`src/hw/tcu_pkg.sv`:
```
// Function
// - compare value checked against timer every cycle
// - match sets, clears or keeps compare pin
// - match sets compare flag on the next clock
// - zero write to control clears output latch
// - config bit 12 routes pin to bit 0/3
// - interrupt-only mode leaves pin untouched
// - special trigger clears timer, starts conversion
// - special trigger reset never sets overflow flag
// - timer counts up, wraps, sets overflow flag
// - internal mode advances once per instruction cycle at prescale 1:1
// - timer runs only while run bit set
package tcu_pkg;

  // bus geometry
  localparam int unsigned ADDR_W      = 12;           // byte address width
  localparam int unsigned DATA_W      = 32;           // bus data width
  localparam int unsigned IDX_W       = 10;           // register index width

  // register indices, byte address is four times the index
  localparam logic [9:0]  IDX_INTCTL  = 10'h00b;      // interrupt_control
  localparam logic [9:0]  IDX_PFLAG   = 10'h00c;      // peripheral_flags_one
  localparam logic [9:0]  IDX_CNT_LO  = 10'h00e;      // timer_count_low
  localparam logic [9:0]  IDX_CNT_HI  = 10'h00f;      // timer_count_high
  localparam logic [9:0]  IDX_TCTL    = 10'h010;      // timer_control
  localparam logic [9:0]  IDX_CMP_LO  = 10'h015;      // compare_value_low
  localparam logic [9:0]  IDX_CMP_HI  = 10'h016;      // compare_value_high
  localparam logic [9:0]  IDX_CCTL    = 10'h017;      // compare_control
  localparam logic [9:0]  IDX_PDIR    = 10'h086;      // port_b_direction
  localparam logic [9:0]  IDX_PIE     = 10'h08c;      // peripheral_enables_one
  localparam logic [9:0]  IDX_CFG     = 10'h0a0;      // configuration word copy

  // field positions
  localparam int unsigned FLG_OVF     = 0;            // timer_overflow_flag / enable
  localparam int unsigned FLG_CMP     = 2;            // compare_irq_flag / enable
  localparam int unsigned TCTL_RUN    = 0;            // timer_run_enable
  localparam int unsigned TCTL_SRC    = 1;            // timer_source_select
  localparam int unsigned TCTL_PS     = 4;            // prescale field, two bits
  localparam int unsigned CFG_PINSEL  = 12;           // compare_pin_select_config
  localparam int unsigned PIN_A       = 0;            // port bit used when select set
  localparam int unsigned PIN_B       = 3;            // port bit used when select clear

  // reset values
  localparam logic [7:0]  RST_INTCTL  = 8'h00;
  localparam logic [7:0]  RST_PFLAG   = 8'h00;
  localparam logic [15:0] RST_COUNT   = 16'h0000;
  localparam logic [7:0]  RST_TCTL    = 8'h00;
  localparam logic [15:0] RST_CMPV    = 16'h0000;
  localparam logic [7:0]  RST_CCTL    = 8'h00;
  localparam logic [7:0]  RST_PDIR    = 8'hff;
  localparam logic [7:0]  RST_PIE     = 8'h00;
  localparam logic [15:0] RST_CFG     = 16'h0000;

  // compare_mode_bits encodings
  localparam logic [3:0]  MODE_SET    = 4'h8;         // drive pin high on match
  localparam logic [3:0]  MODE_CLR    = 4'h9;         // drive pin low on match
  localparam logic [3:0]  MODE_SWI    = 4'ha;         // interrupt only
  localparam logic [3:0]  MODE_SEV    = 4'hb;         // special event trigger

  // timing: instruction cycle is four system clocks
  localparam int unsigned INSTR_DIV   = 4;
  localparam logic [15:0] COUNT_MAX   = 16'hffff;

  // apb request bundle from the master
  typedef struct packed {
    logic              psel;
    logic              penable;
    logic              pwrite;
    logic [ADDR_W-1:0] paddr;
    logic [DATA_W-1:0] pwdata;
  } tcu_apb_req_type;

endpackage

```
`src/hw/tcu_sync2.sv`:
```
`timescale 1ns/1ps
// two flip-flop synchroniser for a level from outside the clock domain
module tcu_sync2
(
  // clock and reset
  input  wire logic clk_i,
  input  wire logic rst_n_i,
  // level in and out
  input  wire logic async_i,
  output logic      sync_o
);
  import tcu_pkg::*;

  logic meta_q;                               // first stage, read only by second
  logic sync_q;                               // second stage

  // shift the level through two stages
  always_ff @(posedge clk_i or negedge rst_n_i)
  begin
    if (!rst_n_i)
    begin
      meta_q <= 1'b0;
      sync_q <= 1'b0;
    end
    else
    begin
      meta_q <= async_i;
      sync_q <= meta_q;
    end
  end

  assign sync_o = sync_q;
endmodule

```
`src/hw/tcu_tick.sv`:
```
`timescale 1ns/1ps
// timer count enable: instruction divider, external edge, prescaler
module tcu_tick
#(
  parameter int unsigned DIV = tcu_pkg::INSTR_DIV
)
(
  // clock and reset
  input  wire logic       clk_i,
  input  wire logic       rst_n_i,
  // control
  input  wire logic       ext_sync_i,
  input  wire logic       run_i,
  input  wire logic       src_ext_i,
  input  wire logic [1:0] prescale_i,
  // enable pulse
  output logic            count_en_o
);
  import tcu_pkg::*;

  logic [7:0] div_q, div_d;                   // instruction cycle divider
  logic       ext_prev_q;                     // external level last cycle
  logic [2:0] ps_q, ps_d;                     // prescale counter
  logic       src_tick;                       // one source event
  logic [2:0] ps_lim;                         // prescale ratio minus one
  logic       fire;                           // prescaled pulse

  // next values for divider and prescaler
  always_comb
  begin
    div_d    = (div_q == 8'(DIV - 1)) ? 8'h00 : div_q + 8'h01;
    // external rising edge or internal instruction cycle
    src_tick = src_ext_i ? (ext_sync_i & ~ext_prev_q) : (div_q == 8'(DIV - 1));
    ps_lim   = 3'((4'h1 << prescale_i) - 4'h1);
    fire     = run_i & src_tick & (ps_q == ps_lim);
    ps_d     = ps_q;
    if (!run_i)
    begin
      ps_d = 3'h0;                            // stopped timer restarts prescale
    end
    else if (src_tick)
    begin
      ps_d = fire ? 3'h0 : ps_q + 3'h1;
    end
  end

  // register the divider state
  always_ff @(posedge clk_i or negedge rst_n_i)
  begin
    if (!rst_n_i)
    begin
      div_q      <= 8'h00;
      ext_prev_q <= 1'b0;
      ps_q       <= 3'h0;
    end
    else
    begin
      div_q      <= div_d;
      ext_prev_q <= ext_sync_i;
      ps_q       <= ps_d;
    end
  end

  assign count_en_o = fire;
endmodule

```
`src/hw/tcu_top.sv`:
```
`timescale 1ns/1ps
// timer with compare unit behind an apb slave
module tcu_top
(
  // clock and reset
  input  wire logic                    clk_i,
  input  wire logic                    rst_n_i,
  // apb slave
  input  wire tcu_pkg::tcu_apb_req_type apb_i,
  output logic                         pready_o,
  output logic [tcu_pkg::DATA_W-1:0]   prdata_o,
  output logic                         pslverr_o,
  // timer external clock pin
  input  wire logic                    ext_clk_i,
  // converter side
  input  wire logic                    adc_enable_i,
  output logic                         adc_start_o,
  // compare output on port bits 0 and 3
  output logic                         pin0_o,
  output logic                         pin0_oe_n_o,
  output logic                         pin3_o,
  output logic                         pin3_oe_n_o,
  // interrupt request level
  output logic                         irq_request_o
);
  import tcu_pkg::*;

  // index match on a word address
  function automatic logic hit(input logic [ADDR_W-1:0] a, input logic [IDX_W-1:0] idx);
    hit = (a[ADDR_W-1:2] == idx);
  endfunction

  logic [7:0]  intctl_q, intctl_d;            // interrupt_control storage
  logic        ovf_q, ovf_d;                  // timer_overflow_flag
  logic        cmpf_q, cmpf_d;                // compare_irq_flag
  logic [15:0] count_q, count_d;              // timer_count
  logic [5:0]  tctl_q, tctl_d;                // timer_control bits 5:0
  logic [15:0] cmpv_q, cmpv_d;                // compare_value
  logic [5:0]  cctl_q, cctl_d;                // compare_control bits 5:0
  logic [7:0]  pdir_q, pdir_d;                // port_b_direction
  logic [7:0]  pie_q, pie_d;                  // peripheral_enables_one
  logic [15:0] cfg_q, cfg_d;                  // configuration word
  logic        latch_q, latch_d;              // compare output latch
  logic        eq_prev_q, eq_prev_d;          // equality seen last cycle
  logic        adc_q, adc_d;                  // conversion start pulse
  logic [31:0] rdata_q, rdata_d;              // read data register
  logic        acc, wr, rd_setup, mapped;     // bus phase decode
  logic [31:0] rmux;                          // read selection
  logic [7:0]  wb;                            // low write byte
  logic        ext_sync;                      // synchronised timer clock pin
  logic        cnt_en;                        // timer advance pulse
  logic [3:0]  mode;                          // compare_mode_bits
  logic        cmp_on;                        // valid compare mode selected
  logic        eq;                            // timer equals compare value
  logic        match;                         // first cycle of equality
  logic        sev;                           // special event trigger
  logic        ovf_set;                       // wrap event
  logic        cctl_zero_wr;                  // whole control written zero
  logic        sel_a;                         // compare on pin bit 0

  // timer clock pin crossing
  tcu_sync2 u_sync
  (
    .clk_i   (clk_i),
    .rst_n_i (rst_n_i),
    .async_i (ext_clk_i),
    .sync_o  (ext_sync)
  );

  // count enable generation
  tcu_tick #(.DIV(INSTR_DIV)) u_tick
  (
    .clk_i      (clk_i),
    .rst_n_i    (rst_n_i),
    .ext_sync_i (ext_sync),
    .run_i      (tctl_q[TCTL_RUN]),
    .src_ext_i  (tctl_q[TCTL_SRC]),
    .prescale_i (tctl_q[TCTL_PS+1:TCTL_PS]),
    .count_en_o (cnt_en)
  );

  // bus decode and read mux
  always_comb
  begin
    acc      = apb_i.psel & apb_i.penable;
    wr       = acc & apb_i.pwrite;
    rd_setup = apb_i.psel & ~apb_i.penable & ~apb_i.pwrite;
    wb       = apb_i.pwdata[7:0];
    mapped   = hit(apb_i.paddr, IDX_INTCTL) | hit(apb_i.paddr, IDX_PFLAG)
             | hit(apb_i.paddr, IDX_CNT_LO) | hit(apb_i.paddr, IDX_CNT_HI)
             | hit(apb_i.paddr, IDX_TCTL)   | hit(apb_i.paddr, IDX_CMP_LO)
             | hit(apb_i.paddr, IDX_CMP_HI) | hit(apb_i.paddr, IDX_CCTL)
             | hit(apb_i.paddr, IDX_PDIR)   | hit(apb_i.paddr, IDX_PIE)
             | hit(apb_i.paddr, IDX_CFG);
    rmux = 32'h0000_0000;                     // unmapped and reserved read zero
    if (hit(apb_i.paddr, IDX_INTCTL))
      rmux[7:0] = intctl_q;
    if (hit(apb_i.paddr, IDX_PFLAG))
    begin
      rmux[FLG_OVF] = ovf_q;
      rmux[FLG_CMP] = cmpf_q;
    end
    if (hit(apb_i.paddr, IDX_CNT_LO))
      rmux[7:0] = count_q[7:0];
    if (hit(apb_i.paddr, IDX_CNT_HI))
      rmux[7:0] = count_q[15:8];
    if (hit(apb_i.paddr, IDX_TCTL))
      rmux[5:0] = tctl_q;
    if (hit(apb_i.paddr, IDX_CMP_LO))
      rmux[7:0] = cmpv_q[7:0];
    if (hit(apb_i.paddr, IDX_CMP_HI))
      rmux[7:0] = cmpv_q[15:8];
    if (hit(apb_i.paddr, IDX_CCTL))
      rmux[5:0] = cctl_q;
    if (hit(apb_i.paddr, IDX_PDIR))
      rmux[7:0] = pdir_q;
    if (hit(apb_i.paddr, IDX_PIE))
      rmux[7:0] = pie_q;
    if (hit(apb_i.paddr, IDX_CFG))
      rmux[15:0] = cfg_q;
  end

  // compare detection
  // equality is remembered so a long match fires only once
  always_comb
  begin
    mode      = cctl_q[3:0];
    cmp_on    = (mode == MODE_SET) | (mode == MODE_CLR)
              | (mode == MODE_SWI) | (mode == MODE_SEV);
    eq        = (count_q == cmpv_q);
    eq_prev_d = cmp_on & eq;
    match     = cmp_on & eq & ~eq_prev_q;
    sev       = match & (mode == MODE_SEV);
    adc_d     = sev & adc_enable_i;
  end

  // next register values
  always_comb
  begin
    intctl_d     = intctl_q;
    tctl_d       = tctl_q;
    cmpv_d       = cmpv_q;
    cctl_d       = cctl_q;
    pdir_d       = pdir_q;
    pie_d        = pie_q;
    cfg_d        = cfg_q;
    count_d      = count_q;
    ovf_set      = 1'b0;
    cctl_zero_wr = wr & hit(apb_i.paddr, IDX_CCTL) & (wb == 8'h00);
    rdata_d      = rd_setup ? rmux : rdata_q;
    // timer advance and wrap
    // a wrap that meets a special trigger raises no flag
    if (cnt_en)
    begin
      count_d = count_q + 16'h0001;
      ovf_set = (count_q == COUNT_MAX) & ~sev;
    end
    // software writes
    // a timer byte write beats the increment of the same cycle
    if (wr && hit(apb_i.paddr, IDX_INTCTL))
      intctl_d = wb;
    if (wr && hit(apb_i.paddr, IDX_CNT_LO))
      count_d[7:0] = wb;
    if (wr && hit(apb_i.paddr, IDX_CNT_HI))
      count_d[15:8] = wb;
    if (wr && hit(apb_i.paddr, IDX_TCTL))
      tctl_d = wb[5:0];
    if (wr && hit(apb_i.paddr, IDX_CMP_LO))
      cmpv_d[7:0] = wb;
    if (wr && hit(apb_i.paddr, IDX_CMP_HI))
      cmpv_d[15:8] = wb;
    if (wr && hit(apb_i.paddr, IDX_CCTL))
      cctl_d = wb[5:0];
    if (wr && hit(apb_i.paddr, IDX_PDIR))
      pdir_d = wb;
    if (wr && hit(apb_i.paddr, IDX_PIE))
      pie_d = wb;
    if (wr && hit(apb_i.paddr, IDX_CFG))
      cfg_d = apb_i.pwdata[15:0];
    // special event clears both bytes, beating any write
    if (sev)
      count_d = 16'h0000;
    // flags: hardware set wins over software clear
    // writing a one sets a flag, writing a zero clears it
    ovf_d  = ((wr && hit(apb_i.paddr, IDX_PFLAG)) ? wb[FLG_OVF] : ovf_q) | ovf_set;
    cmpf_d = ((wr && hit(apb_i.paddr, IDX_PFLAG)) ? wb[FLG_CMP] : cmpf_q) | match;
    // compare output latch
    latch_d = latch_q;
    if (cctl_zero_wr)
      latch_d = 1'b0;
    else if (match && mode == MODE_SET)
      latch_d = 1'b1;
    else if (match && mode == MODE_CLR)
      latch_d = 1'b0;
  end

  // register all state
  always_ff @(posedge clk_i or negedge rst_n_i)
  begin
    if (!rst_n_i)
    begin
      intctl_q  <= RST_INTCTL;
      ovf_q     <= RST_PFLAG[FLG_OVF];
      cmpf_q    <= RST_PFLAG[FLG_CMP];
      count_q   <= RST_COUNT;
      tctl_q    <= RST_TCTL[5:0];
      cmpv_q    <= RST_CMPV;
      cctl_q    <= RST_CCTL[5:0];
      pdir_q    <= RST_PDIR;
      pie_q     <= RST_PIE;
      cfg_q     <= RST_CFG;
      latch_q   <= 1'b0;
      eq_prev_q <= 1'b0;
      adc_q     <= 1'b0;
      rdata_q   <= 32'h0000_0000;
    end
    else
    begin
      intctl_q  <= intctl_d;
      ovf_q     <= ovf_d;
      cmpf_q    <= cmpf_d;
      count_q   <= count_d;
      tctl_q    <= tctl_d;
      cmpv_q    <= cmpv_d;
      cctl_q    <= cctl_d;
      pdir_q    <= pdir_d;
      pie_q     <= pie_d;
      cfg_q     <= cfg_d;
      latch_q   <= latch_d;
      eq_prev_q <= eq_prev_d;
      adc_q     <= adc_d;
      rdata_q   <= rdata_d;
    end
  end

  // outputs: pin routing follows config bit, drive only when direction bit clear
  assign sel_a         = cfg_q[CFG_PINSEL];
  assign pin0_o        = sel_a & latch_q;
  assign pin0_oe_n_o   = ~(sel_a & cmp_on) | pdir_q[PIN_A];
  assign pin3_o        = ~sel_a & latch_q;
  assign pin3_oe_n_o   = ~(~sel_a & cmp_on) | pdir_q[PIN_B];
  assign adc_start_o   = adc_q;
  assign irq_request_o = (cmpf_q & pie_q[FLG_CMP]) | (ovf_q & pie_q[FLG_OVF]);
  assign pready_o      = 1'b1;                                                 // zero wait states
  assign prdata_o      = rdata_q;
  assign pslverr_o     = acc & ~mapped;
endmodule

```
`config.mk`:
```
export PLATFORM = sky130hd
export DESIGN_NAME = tcu_top
export DESIGN_NICKNAME = d
export VERILOG_FILES = /design/src/hw/tcu_pkg.sv /design/src/hw/tcu_sync2.sv /design/src/hw/tcu_tick.sv /design/src/hw/tcu_top.sv
export SDC_FILE = /design/constraint.sdc
export NUM_CORES = 1
export LEC_CHECK = 0
export BUFFER_PORTS_ARGS = -buffer_cell sky130_fd_sc_hd__buf_4
export CELL_PAD_IN_SITES_DETAIL_PLACEMENT = 2
export CELL_PAD_IN_SITES_GLOBAL_PLACEMENT = 2
export CORE_MARGIN = 2
export CORE_UTILIZATION = 23
export DETAILED_ROUTE_END_ITERATION = 6
export PLACE_DENSITY_LB_ADDON = 0.1
export SETUP_SLACK_MARGIN = 0.4
export SLEW_MARGIN = 10
export SYNTH_ARGS = -nofsm -noshare
export SYNTH_HDL_FRONTEND = slang
export SYNTH_SLANG_ARGS = --single-unit
```
`constraint.sdc`:
```
create_clock -name clk_i -period 6.3 [get_ports clk_i]
set_clock_uncertainty 0.05 [all_clocks]
set_input_delay 1.26 -clock clk_i [delete_from_list [all_inputs] [get_ports clk_i]]
set_output_delay 1.26 -clock clk_i [all_outputs]
set_load 0.03 [all_outputs]
```
# Yosys cells after proc, flatten, opt, wreduce, memory -nomap -nowiden
# Cells that the tools add are included.
[totals]
elab_cells = 138
in_bits = 51
reg_bits = 119
[classes]
bitwise_logic = 48
n_addsub = 4
muxes = 27
n_reduce_logical = 17
shift = 1
n_eq_ne = 20
[ops]
columns = ["operator", "count"]
rows = [
  ["$mux 8", 10],
  ["$mux 16", 3],
  ["$eq 10x4->1 const B", 4],
  ["$eq 10x5->1 const B", 4],
  ["$eq 10x8->1 const B", 3],
  ["$and 1x1->1", 21],
  ["$or 1x1->1", 18],
  ["$add 16x1->16 const B", 1],
  ["$eq 16x16->1", 1],
  ["$eq 16x16->1 const B", 1],
  ["$eq 4x4->1 const B", 4],
  ["$logic_and 1x1->1", 13],
  ["$mux 6", 2],
  ["$mux 1", 9],
  ["$mux 3", 3],
  ["$not 1->1", 9],
  ["$reduce_bool 3->1", 3],
  ["$add 8x1->8 const B", 1],
  ["$eq 8x2->1 const B", 1],
  ["$logic_not 8->1", 1],
  ["$add 3x1->3 const B", 1],
  ["$eq 3x3->1", 1],
  ["$shl 1x2->3 const A", 1],
  ["$sub 3x1->3 const B", 1],
  ["$ne 2x1->1 const B", 1],
]

# Logic depth before layout (Yosys ltp)
[depth]
depth_word = 13
mapped_depth = 8
mapped_depth_nobuf = 6

# Modules after synthesis
# From an unflattened synthesis, not the netlist that was laid out.
[hier_totals]
hier_cells = 636
area_unflattened_um2 = 6632.6
[by_module_without_submodules]
columns = ["module", "instances", "area_per_inst_um2", "cells_each", "seq_area_each_um2"]
rows = [
  ["tcu_top", 1, 5962.0, 578, 2637.5],
  ["tcu_tick", 1, 620.6, 56, 300.3],
  ["tcu_sync2", 1, 50.0, 2, 50.0],
]

# Least setup slack after synthesis
# No wires, ideal clock.
[synth_timing]
kind = "input port to output port"
from = "input apb_i[37] (netlist bit)"
to = "output pslverr_o"
cell_stages = 7
slack_ns = 1.937
arrival_ns = 3.053
n_path_buf = 2
path_cell_list = "clkbuf_1 or4b_1 clkbuf_1 nor2_2 nand2_1 o21ai_0 nor4_1"
[synth_between]
elab_chain_len = 13
[synth_lines]
columns = ["item", "line", "text"]
rows = [
  ["from (decl)", "tcu_top.sv:9", "input wire tcu_pkg::tcu_apb_req_type apb_i,"],
  ["$eq 10x4->1", "tcu_top.sv:30", "hit = (a[ADDR_W-1:2] == idx);"],
  ["$or 1x1->1", "tcu_top.sv:89", "mapped = hit(apb_i.paddr, IDX_INTCTL) | hit(apb_i.paddr, IDX_PFLAG)"],
  ["$or 1x1->1 (2 in a row)", "tcu_top.sv:90", "| hit(apb_i.paddr, IDX_CNT_LO) | hit(apb_i.paddr, IDX_CNT_HI)"],
  ["$or 1x1->1 (2 in a row)", "tcu_top.sv:91", "| hit(apb_i.paddr, IDX_TCTL) | hit(apb_i.paddr, IDX_CMP_LO)"],
  ["$or 1x1->1 (2 in a row)", "tcu_top.sv:92", "| hit(apb_i.paddr, IDX_CMP_HI) | hit(apb_i.paddr, IDX_CCTL)"],
  ["$or 1x1->1 (2 in a row)", "tcu_top.sv:93", "| hit(apb_i.paddr, IDX_PDIR) | hit(apb_i.paddr, IDX_PIE)"],
  ["$or 1x1->1 (*)", "tcu_top.sv:94", "| hit(apb_i.paddr, IDX_CFG);"],
  ["$not 1->1 (*)", "tcu_top.sv:246", "assign pslverr_o = acc & ~mapped;"],
  ["$and 1x1->1 (*)", "tcu_top.sv:246", ""],
  ["to (decl)", "tcu_top.sv:12", "output logic pslverr_o,"],
]
# Mark *: on every way between the ends. The rest lies on a longest branch, timed or not.

# Final worst setup path
[layout_timing]
from = "input apb_i[36] (netlist bit)"
to = "output pslverr_o"
# Same word-level chain as after synthesis.

==> impl_metrics.csv <==
group,metric,value,unit
synth,ys_async_sr_fraction,100,%
grt,grt_use_total,17.9,%
grt,grt_pass1_vias,6220,
timing,fin_crit_sh,71.0,%
power_and_ir_drop,p_sw_share,26.5,%
die,io-pin-count,91,
cts,root_buffer,"clkbuf_16",
synth,ys_seq_area_share,43.7,%
critical_path,r2r_cells,5,
critical_path,crit_top_cell,"buf_4",
critical_path,endpoint_kind,"output pin",
critical_path,reg2reg_slack,3.76,ns
cts,clock_latency,0.42,ns
drt,routed_via_density,5.06,
drt,vias,5593,
synth,synth_edf_count,0,
die,start_util,23.2,%
hold_path,whs_path_depth,0,
synth,ys_top_cells_by_area,"dfrtp_1, mux2_2, dfstp_2",
die,die_w,176,µm
synth,syn_area,6830,µm²
synth,yosys-top-cells-count,"dfrtp_1, mux2_2, nand2_1, nor2_1, clkbuf_1",
cts,cts.repair.resized,0,
cts,htreeDepth,4,
timing,max_freq,224,MHz
power_and_ir_drop,p_leak,3.38,nW
critical_path,crit_chain,"buf_4, nor2b_1, nor4b_1, a21o_1, nor4_1, buf_4",
timing,worst_pin_slew,1.03,ns
drt,postRouteAntennaNets,0,
synth,yosys_warnings,0,
die,core,29500,µm²
drt,dr.pass1.iters,6,
critical_path,arrival,3.16,ns
timing,finalSetupViolCount,0,
placed_design,dp_hpwl,19300,µm
timing,finalCriticalPeriod,4.47,ns
critical_path,start_kind,"input pin",
critical_path,path_max_fanout,27,
cts,cts_tree,"built",
synth,synth_flop_cell,"dfrtp_1",
cts,holdBufCountCts,0,
drt,totalWireLength,26600,µm
grt,use_met1,25.0,%
synth,ys_ff_latch,119,
die,rows,63,
cts,post_cts_buffers,0,
drt,drtIter0Drc,267,
critical_path,critPathKind,"in2out",
power_and_ir_drop,intPower,1.45,mW
cts,cts_sinks,119,
grt,use_met3,2.89,%
power_and_ir_drop,cellPowerDensity,241,nW/µm²
grt,top_usage_layer,"met2",
cts,cts_made_buffers,17,
cts,clkTransAtPathRegs,0.07,ns
timing,relSlewSlack,31.1,%
grt,grt_pass1_wl,40900,µm
grt,grt_max_degree,75,
power_and_ir_drop,power,1.98,mW
power_and_ir_drop,pwr-share-comb,7.0,%
finish,layout-drive-gt1-share,28.4,%
synth,yosysTopAreaCellShare,40.6,%
placed_design,gp_congestion,0.813,
synth,yosysMostFrequentCell,"dfrtp_1",
placed_design,portBuffers,55,
timing,setup_ws,1.83,ns
timing,grt_setup_unrepaired,"false",
cts,clockBufferDepth,2,
synth,yosysTopAreaCell,"dfrtp_1",
timing,tns,0,ns
drt,drc,0,
finish,antennaDiodeCount,0,
critical_path,required,4.99,ns
finish,finish.utilization,27.8,%
synth,synth.distinct_cells,74,
hold_path,min_path_type,"reg2reg",
power_and_ir_drop,clkPwrFrac,53.6,%
timing,slew_viol_final,0,
power_and_ir_drop,pwr-share-seq,39.4,%
power_and_ir_drop,switchingPower,524,µW
synth,synth.avg_cell_area,10.3,µm²
drt,wl_per_cell,24.0,µm
critical_path,worst_path_max_delay_cell,"nor4b_1",
placed_design,dpl_worst_slack,1.83,ns
finish,syn_to_final_growth,19.8,%
grt,antenna_found_initial,1,
die,die_h,176,µm
synth,synth_cells,665,
flow_run,maxCapViolCount,0,
timing,hold_violations,0,
die,die_area,31100,µm²
power_and_ir_drop,ir_worst_vdd,0.000170,V
finish,nets,757,
critical_path,slowest_delay,0.69,ns
run_status,outcome,"complete, no violations",
grt,grt_overflow,0,
grt,grt_util_met2,28.5,%
-- path summary, 6_finish.rpt --
check	end	from
setup / recovery	pslverr_o	apb_i[36]
hold / removal	u_sync.sync_o	u_sync.meta_q
setup reg to reg	count_q[4]	tctl_q[4]
hold reg to reg	u_sync.sync_o	u_sync.meta_q
max in group asynchronous	cmpf_q	rst_n_i
min in group asynchronous	intctl_q[6]	rst_n_i
-- placed cells by master, fill, tap and decap left out, drive strengths merged, types with 9 or more instances in the layout --
cell type | synthesis | routed
a21oi | 20 | 20
nand2b | 9 | 9
nor3 | 22 | 22
inv | 7 | 14
nand2 | 51 | 51
nand4 | 13 | 13
and3 | 12 | 12
nand3 | 27 | 27
conb | 2 | 17
nor4 | 22 | 22
mux2 | 70 | 70
clkbuf | 30 | 18
dfrtp | 111 | 111
a2111oi | 15 | 15
xnor2 | 18 | 18
o21ai | 19 | 19
nor2 | 44 | 44
a211oi | 16 | 16
buf | 30 | 64
and2 | 10 | 10
xor2 | 16 | 16
-- metrics by stage --
step	area (µm²)	hold WS (ns)	instances
after floorplan	6890	0.281	680
after global placement	7560	0.294	1074
after detailed placement	7560	0.290	1074
after CTS	8190	0.306	1106
after global routing	8190	0.321	1106
final	8190	0.305	1106
-- cell families after synthesis --
logic type | count (synthesis) | synth area share [%]
AOI/OAI and AO/OA | 114 | 14.0
xor gates and xnor gates | 34 | 4.36
adders and majority gates | 3 | 0.549
buffers and inverters | 67 | 4.89
DFF | 119 | 43.7
muxes | 78 | 12.7
other | 2 | 0.110
and+or+nand+nor | 248 | 19.7
-- power groups by stage --
stage | registers (mW) | logic [mW] | clock network, mW
after detailed placement | 0.792 | 0.141 | 0
after CTS | 0.778 | 0.141 | 1.09
after global routing | 0.778 | 0.150 | 1.12
final | 0.778 | 0.138 | 1.06
after floorplan | 0.796 | 0.0704 | 0
after global placement | 0.792 | 0.139 | 0
-- registers in the layout, summed over array words and instances (netlist names) --
signal	flops
pie_q	8
cctl_q	6
pdir_q	8
intctl_q	8
adc_start_o	1
u_tick.ps_q	3
u_sync.sync_o	1
count_q	16
ovf_q	1
u_sync.meta_q	1
cmpv_q	16
u_tick.div_q	8
cfg_q	16
cmpf_q	1
u_tick.ext_prev_q	1
eq_prev_q	1
prdata_o	16
latch_q	1
tctl_q	6
-- layer usage --
layer  part of all wire [%]  wire length [µm]  vias up
met5                      0                 0        -
met4                    2.0               520        0
met3                    3.4               895       29
met2                     47             12400      117
met1                     48             12800     2957
li1                       -                 -     2490
-- area by class of cell --
cell class                      count  area [µm²]
Timing Repair Buffer               64         480
Clock buffer                       18         439
Multi-Input combinational cell    494        3580
Inverter                            7        26.3
Fill cell                        3281       21300
Tap cell                          390         488
Clock inverter                     14         186
Sequential cell                   119        2990
-- critical path: cells and delay by family --
kind            cells  cell delay, ns
simple gates        3            1.15
compound gates      1            0.30
buf+inv             2            0.45
(Power assumes the default switching activity.)
